===== config.mk =====
export PLATFORM = sky130hd
export DESIGN_NAME = bms_sequencer
export DESIGN_NICKNAME = d
export VERILOG_FILES = /design/src/logic/bms_pkg.sv /design/src/logic/bms_hb_if.sv /design/src/logic/bms_gate_gen.sv /design/src/logic/bms_sequencer.sv /design/src/logic/bms_sync.sv
export SDC_FILE = /design/constraint.sdc
export NUM_CORES = 1
export LEC_CHECK = 0
export BUFFER_PORTS_ARGS = -buffer_cell sky130_fd_sc_hd__buf_2
export CAP_MARGIN = 40
export CORE_UTILIZATION = 49
export CTS_CLUSTER_SIZE = 28
export DETAILED_ROUTE_END_ITERATION = 10
export PLACE_DENSITY = 0.71
export SLEW_MARGIN = 20
export SYNTH_ARGS = -nofsm -noshare
export SYNTH_HDL_FRONTEND = slang
export SYNTH_SLANG_ARGS = --single-unit

===== constraint.sdc =====
create_clock -name clk -period 4.3 [get_ports clk]
set_input_delay 0.86 -clock clk [delete_from_list [all_inputs] [get_ports clk]]
set_output_delay 0.86 -clock clk [all_outputs]
set_load 0.005 [all_outputs]

===== src/logic/bms_pkg.sv =====
// Shared constants and types for the ballast mode sequencer.
package bms_pkg;
  // Clock period and deadtime, each in its own unit.
  localparam int CLK_PERIOD_PS = 5000;
  localparam int DEADTIME_NS = 1600;
  // Least time, so the cycle count rounds up.
  localparam int DEADTIME_CYC = (DEADTIME_NS * 1000 + CLK_PERIOD_PS - 1) / CLK_PERIOD_PS;
  // Half-period widths and defaults, in clock cycles.
  localparam int HP_W = 16;
  localparam logic [15:0] HP_SOFT_START = 16'h03e8;
  localparam logic [15:0] HP_PREHEAT = 16'h07d0;
  localparam logic [15:0] HP_RUN = 16'h0bb8;
  localparam logic [15:0] HP_SS_STEP = 16'h0032;
  localparam logic [15:0] HP_IGN_STEP = 16'h0004;
  localparam logic [15:0] HP_REG_STEP = 16'h0008;
  // Over-current fault counter.
  localparam int OC_CNT_W = 7;
  localparam logic [6:0] OC_EVENT_LIMIT = 7'h41;
  localparam logic [6:0] OC_CNT_RESET = 7'h00;
  // Synchronised comparator bit positions.
  localparam int CMP_W = 7;
  localparam int CMP_SUPPLY_OK = 0;
  localparam int CMP_SD_RELEASED = 1;
  localparam int CMP_SD_HIGH = 2;
  localparam int CMP_BOOT_OK = 3;
  localparam int CMP_CPH_TWO_THIRDS = 4;
  localparam int CMP_CPH_ONE_THIRD = 5;
  localparam int CMP_CS_OVER = 6;
  // Operating modes.
  typedef enum logic [2:0] {
    ST_SUPPLY_LOCKOUT,
    ST_PREHEAT,
    ST_IGNITION,
    ST_RUN,
    ST_FAULT
  } bms_state_t;
  // Half-bridge phases.
  typedef enum logic [1:0] {
    PH_LOW_ON,
    PH_DEAD_A,
    PH_HIGH_ON,
    PH_DEAD_B
  } bms_phase_t;
endpackage : bms_pkg


===== src/logic/bms_hb_if.sv =====
// Link between the sequencer and its half-bridge gate generator.
`timescale 1ns/10ps
interface bms_hb_if;
  import bms_pkg::*;
  logic en;
  logic hs_allow;
  logic [HP_W-1:0] half_period;
  logic low_gate;
  logic high_gate;
  logic cycle_end;
  // Generator side.
  modport gen (input en, input hs_allow, input half_period, output low_gate, output high_gate, output cycle_end);
  // Sequencer side.
  modport ctl (output en, output hs_allow, output half_period, input low_gate, input high_gate, input cycle_end);
endinterface : bms_hb_if


===== src/logic/bms_gate_gen.sv =====
// Complementary half-bridge gate generator with fixed deadtime.
`timescale 1ns/10ps
module bms_gate_gen
  import bms_pkg::*;
(
  // Clock and reset.
  input wire logic clk,
  input wire logic reset_n,
  // Sequencer link.
  bms_hb_if.gen hb
);
  bms_phase_t phase;
  bms_phase_t next_phase;
  logic [HP_W-1:0] cnt;
  logic [HP_W-1:0] on_time;
  logic [HP_W-1:0] next_cnt;
  logic phase_done;

  // Each on-phase is the half period minus one deadtime, so both sides get equal time.
  assign on_time = (hb.half_period > HP_W'(DEADTIME_CYC)) ? hb.half_period - HP_W'(DEADTIME_CYC) : HP_W'(1);
  assign phase_done = (cnt == '0);
  assign next_phase = !hb.en ? PH_DEAD_B : (phase_done ? bms_phase_t'(phase + 2'h1) : phase);
  // Deadtime loaded from the clock-derived constant at each turn-off.
  assign next_cnt = !hb.en ? '0 : !phase_done ? cnt - HP_W'(1) :
                    (next_phase == PH_DEAD_A || next_phase == PH_DEAD_B) ? HP_W'(DEADTIME_CYC - 1) :
                    on_time - HP_W'(1);

  // Phase sequencing and registered gate outputs.
  always_ff @(posedge clk or negedge reset_n) begin
    if (!reset_n) begin
      phase <= PH_DEAD_B;
      cnt <= '0;
      hb.low_gate <= 1'b0;
      hb.high_gate <= 1'b0;
      hb.cycle_end <= 1'b0;
    end else begin
      phase <= next_phase;
      cnt <= next_cnt;
      hb.low_gate <= hb.en && next_phase == PH_LOW_ON;
      hb.high_gate <= hb.en && hb.hs_allow && next_phase == PH_HIGH_ON;
      // Pulse two cycles before the next low phase, so a new half period is in place when it loads.
      hb.cycle_end <= hb.en && phase == PH_DEAD_B && cnt == HP_W'(2);
    end
  end
endmodule : bms_gate_gen


===== src/logic/bms_sequencer.sv =====
// Mode sequencer of a lamp ballast controller: lockout, preheat, ignition, run and fault.
`timescale 1ns/10ps
module bms_sequencer
  import bms_pkg::*;
#(
  parameter logic [HP_W-1:0] SOFT_START_HP = HP_SOFT_START,
  parameter logic [HP_W-1:0] PREHEAT_HP = HP_PREHEAT,
  parameter logic [HP_W-1:0] RUN_HP = HP_RUN,
  parameter logic [OC_CNT_W-1:0] EVENT_LIMIT = OC_EVENT_LIMIT
) (
  // Clock and reset.
  input wire logic clk,
  input wire logic reset_n,
  // Comparator results from the analog front end.
  input wire logic supply_start_ok,
  input wire logic shutdown_released,
  input wire logic shutdown_high,
  input wire logic highside_supply_ok,
  input wire logic preheat_timer_above_two_thirds,
  input wire logic preheat_timer_below_one_third,
  input wire logic overcurrent_sense,
  // Half-bridge gate commands.
  output logic low_side_gate,
  output logic high_side_gate,
  // Analog switches and enables.
  output logic osc_enable,
  output logic preheat_timer_discharge,
  output logic freq_select_switch,
  output logic pfc_high_gain,
  output logic overcurrent_count_enable,
  // Status.
  output logic fault_latched,
  output logic run_active
);
  bms_hb_if hb();
  logic [CMP_W-1:0] cmp_raw;
  logic [CMP_W-1:0] cmp;
  bms_state_t state;
  bms_state_t next_state;
  logic recharge;
  logic next_recharge;
  logic cs_hit;
  logic [OC_CNT_W-1:0] oc_cnt;
  logic [OC_CNT_W-1:0] next_oc_cnt;
  logic [HP_W-1:0] half_period;
  logic [HP_W-1:0] next_half_period;
  logic supply_ok;
  logic sd_released;
  logic sd_high;
  logic cph_hi;
  logic cph_lo;
  logic cs_over;
  logic oc_trip;
  logic in_lockout;
  logic in_preheat;
  logic in_ignition;
  logic in_run;
  logic in_fault;
  logic counting;
  logic [HP_W-1:0] hp_up_ss;
  logic [HP_W-1:0] hp_up_ign;
  logic [HP_W-1:0] hp_down_reg;
  logic highside_ok_seen;

  // Every comparator level is synchronised before any decision uses it.
  assign cmp_raw = {overcurrent_sense, preheat_timer_below_one_third, preheat_timer_above_two_thirds,
                    highside_supply_ok, shutdown_high, shutdown_released, supply_start_ok};
  bms_sync #(.W(CMP_W)) u_sync (
    .clk(clk),
    .reset_n(reset_n),
    .d(cmp_raw),
    .q(cmp)
  );

  // Named comparator views.
  assign supply_ok = cmp[CMP_SUPPLY_OK];
  assign sd_released = cmp[CMP_SD_RELEASED];
  assign sd_high = cmp[CMP_SD_HIGH];
  assign cph_hi = cmp[CMP_CPH_TWO_THIRDS];
  assign cph_lo = cmp[CMP_CPH_ONE_THIRD];
  assign cs_over = cmp[CMP_CS_OVER];

  // State decodes.
  assign in_lockout = (state == ST_SUPPLY_LOCKOUT);
  assign in_preheat = (state == ST_PREHEAT);
  assign in_ignition = (state == ST_IGNITION);
  assign in_run = (state == ST_RUN);
  assign in_fault = (state == ST_FAULT);
  assign counting = in_preheat || in_run;
  assign oc_trip = (oc_cnt >= EVENT_LIMIT);

  // Mode transitions; losing supply always returns to lockout.
  always_comb begin
    next_state = state;
    case (state)
      ST_SUPPLY_LOCKOUT: begin
        if (supply_ok && sd_released) begin
          next_state = ST_PREHEAT;
        end
      end
      ST_PREHEAT: begin
        if (oc_trip) begin
          next_state = ST_FAULT;
        end else if (cph_hi) begin
          next_state = ST_IGNITION;
        end
      end
      ST_IGNITION: begin
        if (recharge && cph_hi) begin
          next_state = ST_RUN;
        end
      end
      ST_RUN: begin
        if (oc_trip) begin
          next_state = ST_FAULT;
        end
      end
      ST_FAULT: begin
        next_state = ST_FAULT;
      end
      default: begin
        next_state = ST_SUPPLY_LOCKOUT;
      end
    endcase
    if (!supply_ok || sd_high) begin
      next_state = ST_SUPPLY_LOCKOUT;
    end
  end

  // Ignition first discharges the timer to one third, then lets it recharge.
  assign next_recharge = in_ignition && (recharge || cph_lo);

  // Over-current events during the low-side on-time, one verdict per low cycle.
  assign next_oc_cnt = !counting ? OC_CNT_RESET :
                       !hb.cycle_end ? oc_cnt :
                       cs_hit ? (oc_trip ? oc_cnt : oc_cnt + OC_CNT_W'(1)) :
                       (oc_cnt == OC_CNT_RESET ? OC_CNT_RESET : oc_cnt - OC_CNT_W'(1));

  // Frequency steering: soft-start ramp, ignition sweep, and current regulation.
  assign hp_up_ss = (half_period + HP_SS_STEP > PREHEAT_HP) ? PREHEAT_HP : half_period + HP_SS_STEP;
  assign hp_up_ign = (half_period + HP_IGN_STEP > RUN_HP) ? RUN_HP : half_period + HP_IGN_STEP;
  assign hp_down_reg = (half_period < PREHEAT_HP + HP_REG_STEP) ? PREHEAT_HP : half_period - HP_REG_STEP;
  assign next_half_period = in_lockout || in_fault ? SOFT_START_HP :
                            !hb.cycle_end ? half_period :
                            in_preheat ? hp_up_ss :
                            in_ignition ? (cs_hit ? hp_down_reg : hp_up_ign) :
                            RUN_HP;

  // Gate generator control.
  assign hb.en = in_preheat || in_ignition || in_run;
  assign hb.hs_allow = highside_ok_seen;
  assign hb.half_period = half_period;

  // Half-bridge gate generator.
  bms_gate_gen u_gate (
    .clk(clk),
    .reset_n(reset_n),
    .hb(hb.gen)
  );

  // Mode and bookkeeping registers.
  always_ff @(posedge clk or negedge reset_n) begin
    if (!reset_n) begin
      state <= ST_SUPPLY_LOCKOUT;
      recharge <= 1'b0;
      oc_cnt <= OC_CNT_RESET;
      half_period <= SOFT_START_HP;
      highside_ok_seen <= 1'b0;
    end else begin
      state <= next_state;
      recharge <= next_recharge;
      oc_cnt <= next_oc_cnt;
      half_period <= next_half_period;
      highside_ok_seen <= hb.en && (highside_ok_seen || cmp[CMP_BOOT_OK]);
    end
  end

  // Sticky over-current flag for the current low cycle; a new event wins over the clear.
  always_ff @(posedge clk or negedge reset_n) begin
    if (!reset_n) begin
      cs_hit <= 1'b0;
    end else begin
      cs_hit <= ((hb.cycle_end ? 1'b0 : cs_hit) || (cs_over && hb.low_gate)) && hb.en;
    end
  end

  // Registered switch, enable and status outputs.
  always_ff @(posedge clk or negedge reset_n) begin
    if (!reset_n) begin
      osc_enable <= 1'b0;
      preheat_timer_discharge <= 1'b1;
      freq_select_switch <= 1'b1;
      pfc_high_gain <= 1'b0;
      overcurrent_count_enable <= 1'b0;
      fault_latched <= 1'b0;
      run_active <= 1'b0;
    end else begin
      osc_enable <= hb.en;
      preheat_timer_discharge <= in_lockout || in_fault || (in_ignition && !next_recharge);
      freq_select_switch <= in_lockout || in_preheat || in_fault;
      pfc_high_gain <= in_preheat || in_ignition;
      overcurrent_count_enable <= counting;
      fault_latched <= in_fault;
      run_active <= in_run;
    end
  end

  // Gate outputs come straight from the generator's flip-flops.
  assign low_side_gate = hb.low_gate;
  assign high_side_gate = hb.high_gate;
endmodule : bms_sequencer


===== src/logic/bms_sync.sv =====
// Two-flop synchroniser for a bundle of comparator levels.
`timescale 1ns/10ps
module bms_sync #(
  parameter int W = 1
) (
  // Clock and reset.
  input wire logic clk,
  input wire logic reset_n,
  // Levels.
  input wire logic [W-1:0] d,
  output logic [W-1:0] q
);
  logic [W-1:0] meta;

  // The first stage feeds only the second stage.
  always_ff @(posedge clk or negedge reset_n) begin
    if (!reset_n) begin
      meta <= '0;
      q <= '0;
    end else begin
      meta <= d;
      q <= meta;
    end
  end
endmodule : bms_sync


# Word-level counts from Yosys, hierarchy flattened
# Index checks and enable logic that the tools add are counted.
# word_totals
in_bits,9
latchBits,0
out_inout_bits,9
regBits,71
n_memories,0
mem_bits_ro,0
ramBits,0
# classes
n_mul,0
bitwise_logic,0
n_div,0
n_addsub,9
shifts,0
eq_ne,15
muxes,27
n_reduce_logical,33
n_lt_le_gt_ge,5
# op_table
op,n
$mux 16,12
$mux 7,5
$sub 16x1->16 const B,2
$mux 3,6
$add 16x3->16 const B,1
$add 16x6->16 const B,1
$eq 16x2->1 const B,1
$gt 16x11->1 const B,1
$gt 16x12->1 const B,1
$gt 16x9->1 const B,1
$logic_not 16->1,1
$lt 16x11->1 const B,1
$sub 16x4->16 const B,1
$sub 16x9->16 const B,1
$pmux 3 s5,1
$logic_and 1x1->1,12
$logic_or 1x1->1,12
$add 7x1->7 const B,1
$ge 7x7->1 const B,1
$logic_not 7->1,1
$sub 7x1->7 const B,1
$eq 2x2->1 const B,3
$eq 3x2->1 const B,2
$ne 3x1->1 const B,2
other kinds (16),18

# Longest topological paths before layout
# Gate-level depths: netlist of run 1.
# depth
word_depth,9
mapped_depth,16
ltp_nobuf,13

# Hierarchy
# A second synthesis of run 1 with hierarchy kept.
# hier_totals
hier_cells,610
hier_area_um2,5215.0
# by_module_without_submodules
mod,seq_area_each_um2,area_per_inst_um2,cells_each,instances
bms_sequencer,885.8,3113.0,386,1
bms_gate_gen,528.0,1751.7,210,1
bms_sync,350.3,350.3,14,1

# Worst setup path after synthesis of run 1
# Ideal clock, no wire load.
# synth_timing
path_kind,flip-flop to flip-flop
startpoint,register half_period[7]
endpoint,register u_gate.cnt[14]
arrival_time_ns,3.557
path_stages_with_launch,15
setup_time_ns,0.073
path_slack_ns,0.670
t_required_ns,4.227
n_path_buf,2
synth_period_minus_slack_ns,3.630
path_cell_list,dfstp_2 buf_2 clkinv_1 ha_1 or2b_1 a41oi_1 nor3_2 inv_2 clkbuf_1 ha_1 nand2_1 a21o_1 or4_1 a311o_1 a21oi_2
# synth_between
elab_chain_cells,6
elab_cells_between_ends,7
# synth_lines
element,line,text
from (decl),bms_sequencer.sv:45,logic [HP_W-1:0] half_period;
from (signal assigned),bms_sequencer.sv:173,half_period <= next_half_period;
$sub 16x9->16 / $gt 16x9->1 (equally long branches),bms_gate_gen.sv:20,assign on_time = (hb.half_period > HP_W'(DEADTIME_CYC)) ? hb.half_period - HP_W'(DEADTIME_CYC) : HP_W'(1);
$mux 16 (*),bms_gate_gen.sv:20,
$sub 16x1->16 (*),bms_gate_gen.sv:26,on_time - HP_W'(1);
$mux 16 (*),bms_gate_gen.sv:25,(next_phase == PH_DEAD_A || next_phase == PH_DEAD_B) ? HP_W'(DEADTIME_CYC - 1) :
$mux 16 (*) (2 in series),bms_gate_gen.sv:24,assign next_cnt = !hb.en ? '0 : !phase_done ? cnt - HP_W'(1) :
net u_gate.next_cnt[14],bms_gate_gen.sv:16,logic [HP_W-1:0] next_cnt;
to (signal assigned),bms_gate_gen.sv:38,cnt <= next_cnt;
to (decl),bms_gate_gen.sv:14,logic [HP_W-1:0] cnt;
# The timed path passes the listed nets; every way through them passes the cells marked *.
# A chain may end at the register's enable or synchronous reset.

# Worst setup path in the final report of run 1
# Same ends and word-level chain as after synthesis.

==> qor.yml, run 1 <==
die:
  start_util_pct: 50.3
  fp.dieW_um: 102
  std_cell_rows: 36
  core-area_mm2: 0.00973
  io_pins: 18
  die_h_um: 102
  die_area_mm2: 0.0104
clock_network:
  cts_tree: "done"
  insertion_delay_ps: 360
  postCtsHoldBufs: 0
  h-tree-depth: 3
  cts_sinks: 70
  cts_resized: 0
  path_clk_slew_ps: 100
  cts_root_buf: "clkbuf_8"
  clock_path_buffers: 2
  cts_made_buffers: 9
  cts_setup_buffers: 0
global_route:
  grt_max_degree: 58
  grt-ovfl-total: 0
  grt_pass1_vias: 4223
  antenna_found_initial: 0
  grt_pass1_wl_mm: 21.1
  track_usage_pct: 26.0
layout:
  n_antenna_cell: 0
  nets: 597
  area_growth_pct: 7.06
  drive_gt1_share_pct: 12.7
  final_cells: 710
logic_synthesis:
  yosys_warnings: 0
  syn_nets: 603
  synthTopCellsByCount: "dfrtp_1, nand2_1, nor2_1"
  synth_top_flop_cell: "dfrtp_1"
  synth_cell_types: 80
  synth_area_leaders: "dfrtp_1, dfstp_2, xnor2_1, ha_1, nand2_1"
  synth_seq_cells: 70
  yosysMostFrequentCell: "dfrtp_1"
  yosysSeqAreaShare_pct: 36.1
  synthesis.area_mm2: 0.00489
  synthCells: 578
  yosysTopAreaCell: "dfrtp_1"
  avgSynthCellArea_um2: 8.46
  synth-async-reset-ratio_pct: 100
  synth_edf_count: 0
  synth_top_area_share_pct: 30.7
sta:
  slew_viol_final: 0
  setup-tns-final_ps: 0
  fin_crit_sh_pct: 86.5
  hold_viol: 0
  tightest_slew_ps: 793
  post-route-min-period_ps: 3720
  max-slew-margin-rel_pct: 46.9
  max_freq_mhz: 269
  setup-violations-final: 0
  worst_clock_skew_ps: 16.0
  rsz0062_at_grt: "no"
critical_path:
  setup.worst_path.start_class: "flip-flop"
  crit_chain: "clkinv_1 -> ha_1 -> or2b_1 -> a41oi_1 -> nor3_2 -> inv_2 -> ha_1 -> nand2_1 -> a21o_1 -> or4_1 -> a311o_1 -> a21oi_2"
  worstSetupPathType: "reg -> reg"
  end_kind: "flip-flop"
  crit_path_top_delay_cell: "dfstp_2"
  worst_ep_arrival_time_ps: 4010
  cp_data_required_time_ps: 4590
  crit_top_cell: "ha_1"
  cp_num_buf_inv: 2
  path_delay_family: "simple AND/OR/NAND/NOR gates"
  max_stage_delay_ps: 630
  path_max_fanout: 13
power_and_ir_drop:
  pwr_density_cell_mw_per_mm2: 295
  ir_drop_mv: 0.224
  total_power_w: 0.00154
  p_leak_nw: 2.13
placed_design:
  gp_congestion: 0.962
  dp_cells: 694
  io_buffers: 17
  dp_hpwl_mm: 9.09
drt:
  drt_iter0_drc: 384
  drc: 0
  ant_nets: 0
  wl_per_cell_um: 18.0
  wl_mm: 12.8
  drt_pass1_iterations: 5
  avgViaCountPerCell: 6.30
  vias: 4476
min_path:
  hp-class: "in -> async"
status:
  status: "completed"
run:
  maxCapViolations: 0
==> sequential cells by signal, summed over array words and instances (netlist names), 2 cells and up <==
name	cells
u_sync.q	7
u_gate.cnt	16
oc_cnt	7
state	3
u_sync.meta	7
u_gate.phase	2
half_period	15
==> power by group <==
| group | total (W) | internal (W) | switching (W) |
|---|---|---|---|
| registers | 0.000708 | 0.000685 | 0.0000236 |
| logic | 0.000255 | 0.0000985 | 0.000157 |
| clock network | 0.000581 | 0.000282 | 0.000299 |
| total | 0.00154 | 0.00107 | 0.000479 |
==> placed cells by master (no fill, tap or decap), types with 3 or more instances in the layout <==
cell / n
dfrtp_1: 60
nor2_1: 52
nand2_1: 52
a21oi_1: 34
o21ai_0: 32
xnor2_1: 26
nor3_1: 22
nand3_1: 21
inv_1: 17
xor2_1: 16
ha_1: 16
buf_2: 16
a211oi_1: 15
dfstp_2: 10
nand4_1: 9
a31oi_1: 9
nor4_1: 9
clkbuf_8: 9
nor2b_1: 8
or3_1: 8
or4_1: 7
and3_1: 7
buf_4: 7
o31ai_1: 6
and2_1: 5
nand2b_1: 5
o22ai_1: 5
a21o_1: 4
o211ai_1: 4
o221ai_1: 4
clkinv_1: 3
a32oi_1: 3
mux2i_1: 3
o32ai_1: 3
a211o_1: 3
inv_6: 3
==> kinds of logic (layout without fill, tap and decap cells) <==
| kind of cell | count (synthesis) | in the layout | share of synthesized area [%] |
|---|---|---|---|
| fa+ha+maj | 16 | 16 | 4.09 |
| mux | 3 | 3 | 0.614 |
| flops | 70 | 70 | 36.1 |
| simple gates | 230 | 230 | 24.7 |
| buf+inv | 63 | 62 | 5.60 |
| xor+xnor | 42 | 42 | 7.52 |
| compound gates | 154 | 154 | 21.4 |
==> metrics by stage <==
| stage | hold slack (ps) | cell area [um^2] | utilization [%] | setup WS (ps) |
|---|---|---|---|---|
| 2_1_floorplan | 331 | 4890 | - | 670 |
| 3_3_place_gp | 332 | 5000 | 51.4 | 737 |
| 3_5_place_dp | 337 | 5030 | 51.7 | 634 |
| 4_1_cts | 356 | 5240 | 53.8 | 599 |
| 5_1_grt | 353 | 5240 | 53.8 | 267 |
| 6_report | 352 | 5240 | 53.8 | 578 |
==> worst paths after layout <==
path | cells past startpoint | from | endpoint | slack, ps
setup reg to reg | 12 | half_period[7] | u_gate.cnt[14] | 580
hold reg to reg | 0 | u_sync.meta[2] | u_sync.q[2] | 360
min in group clk | 0 | u_sync.meta[2] | u_sync.q[2] | 360
hold / removal | 1 | reset_n | half_period[14] | 350
max in group asynchronous | 2 | reset_n | u_gate.phase[0] | 3340
setup / recovery | 12 | half_period[7] | u_gate.cnt[14] | 580
==> per-layer routing <==
metal	global-route usage (%)	share of wire (%)
met1	36.2	44
met2	40.6	47
met3	4.79	7.2
met4	9.34	2.3
met5	0	0
==> worst register-to-register path, cell delays in order, from the launching register on <==
cell	delay [ps]
dfstp_2	630
clkinv_1	220
ha_1	320
or2b_1	290
a41oi_1	260
nor3_2	90
inv_2	200
ha_1	310
nand2_1	160
a21o_1	200
or4_1	500
a311o_1	370
a21oi_2	130
==> layout make-up <==
class / count / area, um^2
fill: 940 / 4490
multi-input combinational: 445 / 2850
sequential: 70 / 1760
tap: 133 / 166
timing repair buffer: 24 / 160
clock buffer: 9 / 124
clock inverter: 7 / 86.3
inverter: 22 / 82.6
No activity file was read; power rests on OpenSTA's default activity.
==> inputs of run 2 (changes only) <==
--- a/config.mk
+++ b/config.mk
@@ -5,12 +5,14 @@
 export SDC_FILE = /design/constraint.sdc
 export NUM_CORES = 1
 export LEC_CHECK = 0
+export ABC_AREA = 1
 export BUFFER_PORTS_ARGS = -buffer_cell sky130_fd_sc_hd__buf_2
 export CAP_MARGIN = 40
 export CORE_UTILIZATION = 49
 export CTS_CLUSTER_SIZE = 28
 export DETAILED_ROUTE_END_ITERATION = 10
 export PLACE_DENSITY = 0.71
+export SETUP_SLACK_MARGIN = 0.1
 export SLEW_MARGIN = 20
 export SYNTH_ARGS = -nofsm -noshare
 export SYNTH_HDL_FRONTEND = slang
==> constraint.sdc (replaced) <==
create_clock -name clk -period 4.3 [get_ports clk]
set_input_delay 0 -clock clk [delete_from_list [all_inputs] [get_ports clk]]
set_output_delay 0 -clock clk [all_outputs]
set_load 0.005 [all_outputs]
==> qor.yml, run 2 <==
logic_synthesis:
  synth_top_flop_cell: "dfrtp_1"
  yosysTopAreaCell: "dfrtp_1"
  synth_edf_count: 0  # unchanged
  synth-async-reset-ratio_pct: 100  # unchanged
  yosysSeqAreaShare_pct: 33.2  # -2.8 points
  synth_area_leaders: "dfrtp_1, nand2_1, nand3_1, nor2_1, inv_1"
  synth_top_area_share_pct: 28.3  # -2.4 points
  synthCells: 747  # +29%
  avgSynthCellArea_um2: 7.10  # -16%
  synthesis.area_mm2: 0.00531  # +8.5%
  yosys_warnings: 0  # unchanged
  syn_nets: 772  # +28%
  yosysMostFrequentCell: "nand2_1"
  synth_cell_types: 50  # -38%
  synthTopCellsByCount: "nand2_1, nor2_1, inv_1"
  synth_seq_cells: 70  # unchanged
power_and_ir_drop:
  p_leak_nw: 2.96  # +39%
  power_frac_comb_pct: 33.2  # +17 points
  p_seq_share_pct: 37.2  # -8.7 points
  internal_power_w: 0.00131  # +23%
  ir_drop_mv: 0.206  # -8.0%
  pwr_density_cell_mw_per_mm2: 372  # +26%
  clockPowerShare_pct: 29.6  # -8.0 points
  p_sw_w: 0.000838  # +75%
  power.share.switching_pct: 39.1  # +8.0 points
sta:
  slew_viol_final: 0  # unchanged
  setup-tns-final_ps: 0  # unchanged
  tightest_slew_ps: 813  # +20.1 ps
  hold_viol: 0  # unchanged
  fin_crit_sh_pct: 65.0  # -22 points
  max_freq_mhz: 358  # +33%
  setup-violations-final: 0  # unchanged
  max-slew-margin-rel_pct: 45.6  # -1.3 points
  post-route-min-period_ps: 2790  # -928 ps
  worst_clock_skew_ps: 23.1  # +7.03 ps
  rsz0062_at_grt: "no"
die:
  fp.dieW_um: 106  # +4.1%
  die_area_mm2: 0.0112  # +8.3%
  std_cell_rows: 37  # +2.8%
  io_pins: 18  # unchanged
  die_h_um: 106  # +4.1%
  start_util_pct: 50.9  # +0.67 points
  core-area_mm2: 0.0104  # +7.1%
clock_network:
  clock_path_buffers: 2  # unchanged
  cts_tree: "done"
  h-tree-depth: 3  # unchanged
  cts_root_buf: "clkbuf_8"
  cts_sinks: 70  # unchanged
  insertion_delay_ps: 360  # about the same
  path_clk_slew_ps: 100  # about the same
  cts_resized: 0  # unchanged
  cts_made_buffers: 9  # unchanged
global_route:
  antenna_found_initial: 0  # unchanged
  grt_pass1_vias: 4825  # +14%
  grt_max_degree: 28  # -52%
  grt-ovfl-total: 0  # unchanged
  track_usage_pct: 25.2  # -0.83 points
  grt_pass1_wl_mm: 22.6  # +7.0%
layout:
  n_antenna_cell: 0  # unchanged
  nets: 792  # +33%
  regMostFlops: "u_gate.cnt"
  n_fill_cell: 997  # +6.1%
  layout_common_cells: "nand2_1, nor2_1, inv_1"
  final_cells: 908  # +28%
  drive_gt1_share_pct: 14.5  # +1.9 points
  area_growth_pct: 8.70
  layout.cells.most_common: "nand2_1"
  reg.largest.list: "u_gate.cnt: 16 flops, half_period: 15 flops"
  largest_reg_flops: 16  # unchanged
run:
  maxCapViolations: 0  # unchanged
drt:
  drt_pass1_iterations: 8  # +3
  drc: 1  # +1
  drt_iter0_drc: 305  # -21%
  vias: 5005  # +12%
  wl_per_cell_um: 14.8  # -18%
  ant_nets: 0  # unchanged
  avgViaCountPerCell: 5.51  # -13%
  wl_mm: 13.4  # +5.0%
critical_path:
  cp_data_required_time_ps: 4560  # -30 ps
  crit_chain: "inv_2 -> ha_1 -> inv_1 -> nand2_1 -> inv_2 -> nand2_1 -> nand2_2 -> ha_1 -> nand2_1 -> nor2_4 -> a21oi_1 -> nand3b_1 -> nand3_1 -> inv_1"
  max_stage_delay_ps: 680  # +50 ps
  setup.worst_path.start_class: "flip-flop"
  crit_top_cell: "nand2_1"
  worst_ep_arrival_time_ps: 3050  # -960 ps
  path_max_fanout: 23  # +10
  crit_path_top_delay_cell: "dfstp_2"
  end_kind: "flip-flop"
  worstSetupPathType: "reg -> reg"
status:
  violations: "design-rule violations"
  status: "finished with violations"
placed_design:
  io_buffers: 17  # unchanged
  dp_hpwl_mm: 9.92  # +9.1%
  gp_congestion: 0.945  # -1.7%
  dp_cells: 884  # +27%
min_path:
  hp-class: "in -> async"
run 2: changes by cell type after synthesis, moves of 19 or more:
cell      previous run  this run
nand2_1             52       186
inv_1               17        81
clkbuf_1            23         4
xnor2_1             26         7
nor2_1              52        83
nand3_1             21        68
nor3_1              22         2
run 2: what timing repair did:
item                                   CTS  global route
hold buffers                             8             0
endpoints found under the hold margin   39             0
buffers inserted                         0             0
run 2: cell families after synthesis:
logic type	count (synthesis)	share of synthesized area [%]
AOI/OAI and AO/OA	95	10.3
xor gates and xnor gates	32	5.42
adders and majority gates	16	3.77
buffers and inverters	111	9.15
DFF	70	33.2
and+or+nand+nor	423	38.1
run 2: final timing paths:
check | depth (start not counted) | slack (ps) | endpoint | start
min in group clk | 2 | 280 | u_sync.meta[4] | preheat_timer_above_two_thirds
max in group asynchronous | 4 | 3180 | u_gate.phase[1] | reset_n
hold / removal | 2 | 130 | u_gate.cnt[4] | reset_n
setup reg to reg | 14 | 1510 | u_gate.cnt[8] | half_period[6]
hold reg to reg | 0 | 350 | u_sync.q[3] | u_sync.meta[3]
setup / recovery | 14 | 1510 | u_gate.cnt[8] | half_period[6]
run 2: power by group through the flow:
stage / Combinational [W] / Clock (W) / Sequential [W]
after floorplan: 0.000574 / 0 / 0.000777
after global placement: 0.000688 / 0 / 0.000806
after detailed placement: 0.000697 / 0 / 0.000809
final: 0.000712 / 0.000635 / 0.000798
after CTS: 0.000707 / 0.000653 / 0.000797
after global routing: 0.000810 / 0.000676 / 0.000807
run 2: routing by layer:
metal	wire length, um	GRT usage, %	vias to the layer above
li1	-	-	2469
met1	6080	33.0	2321
met2	6270	41.9	187
met3	801	4.05	28
met4	252	9.33	0
met5	0	0	-
run 2: worst max-delay path, delay by kind of cell (launching register included):
family          cells  cell delay (ps)
buf+inv             4              360
compound gates      1               80
simple gates        7             1050
fa+ha+maj           2              510
flops               1              680
run 2: final cells by class:
type,count,area (um^2),share of cell area (%)
Multi-Input combinational cell,566,3060,53.0
Tap cell,136,170,2.95
Sequential cell,70,1760,30.6
Inverter,92,348,6.03
Clock buffer,9,124,2.15
Timing Repair Buffer,28,200,3.47
Clock inverter,7,105,1.82
run 2: per-stage QoR:
stage          setup slack [ps]  hold slack, ps  cell area, um^2  util, %  power [W]
2_1_floorplan              1960            -296             5310        -    0.00135
3_3_place_gp               1720             108             5440     52.2    0.00149
3_5_place_dp               1600           -5.08             5460     52.4    0.00151
4_1_cts                    1550             138             5770     55.4    0.00216
5_1_grt                    1240             165             5770     55.4    0.00229
6_report                   1510             126             5770     55.4    0.00215
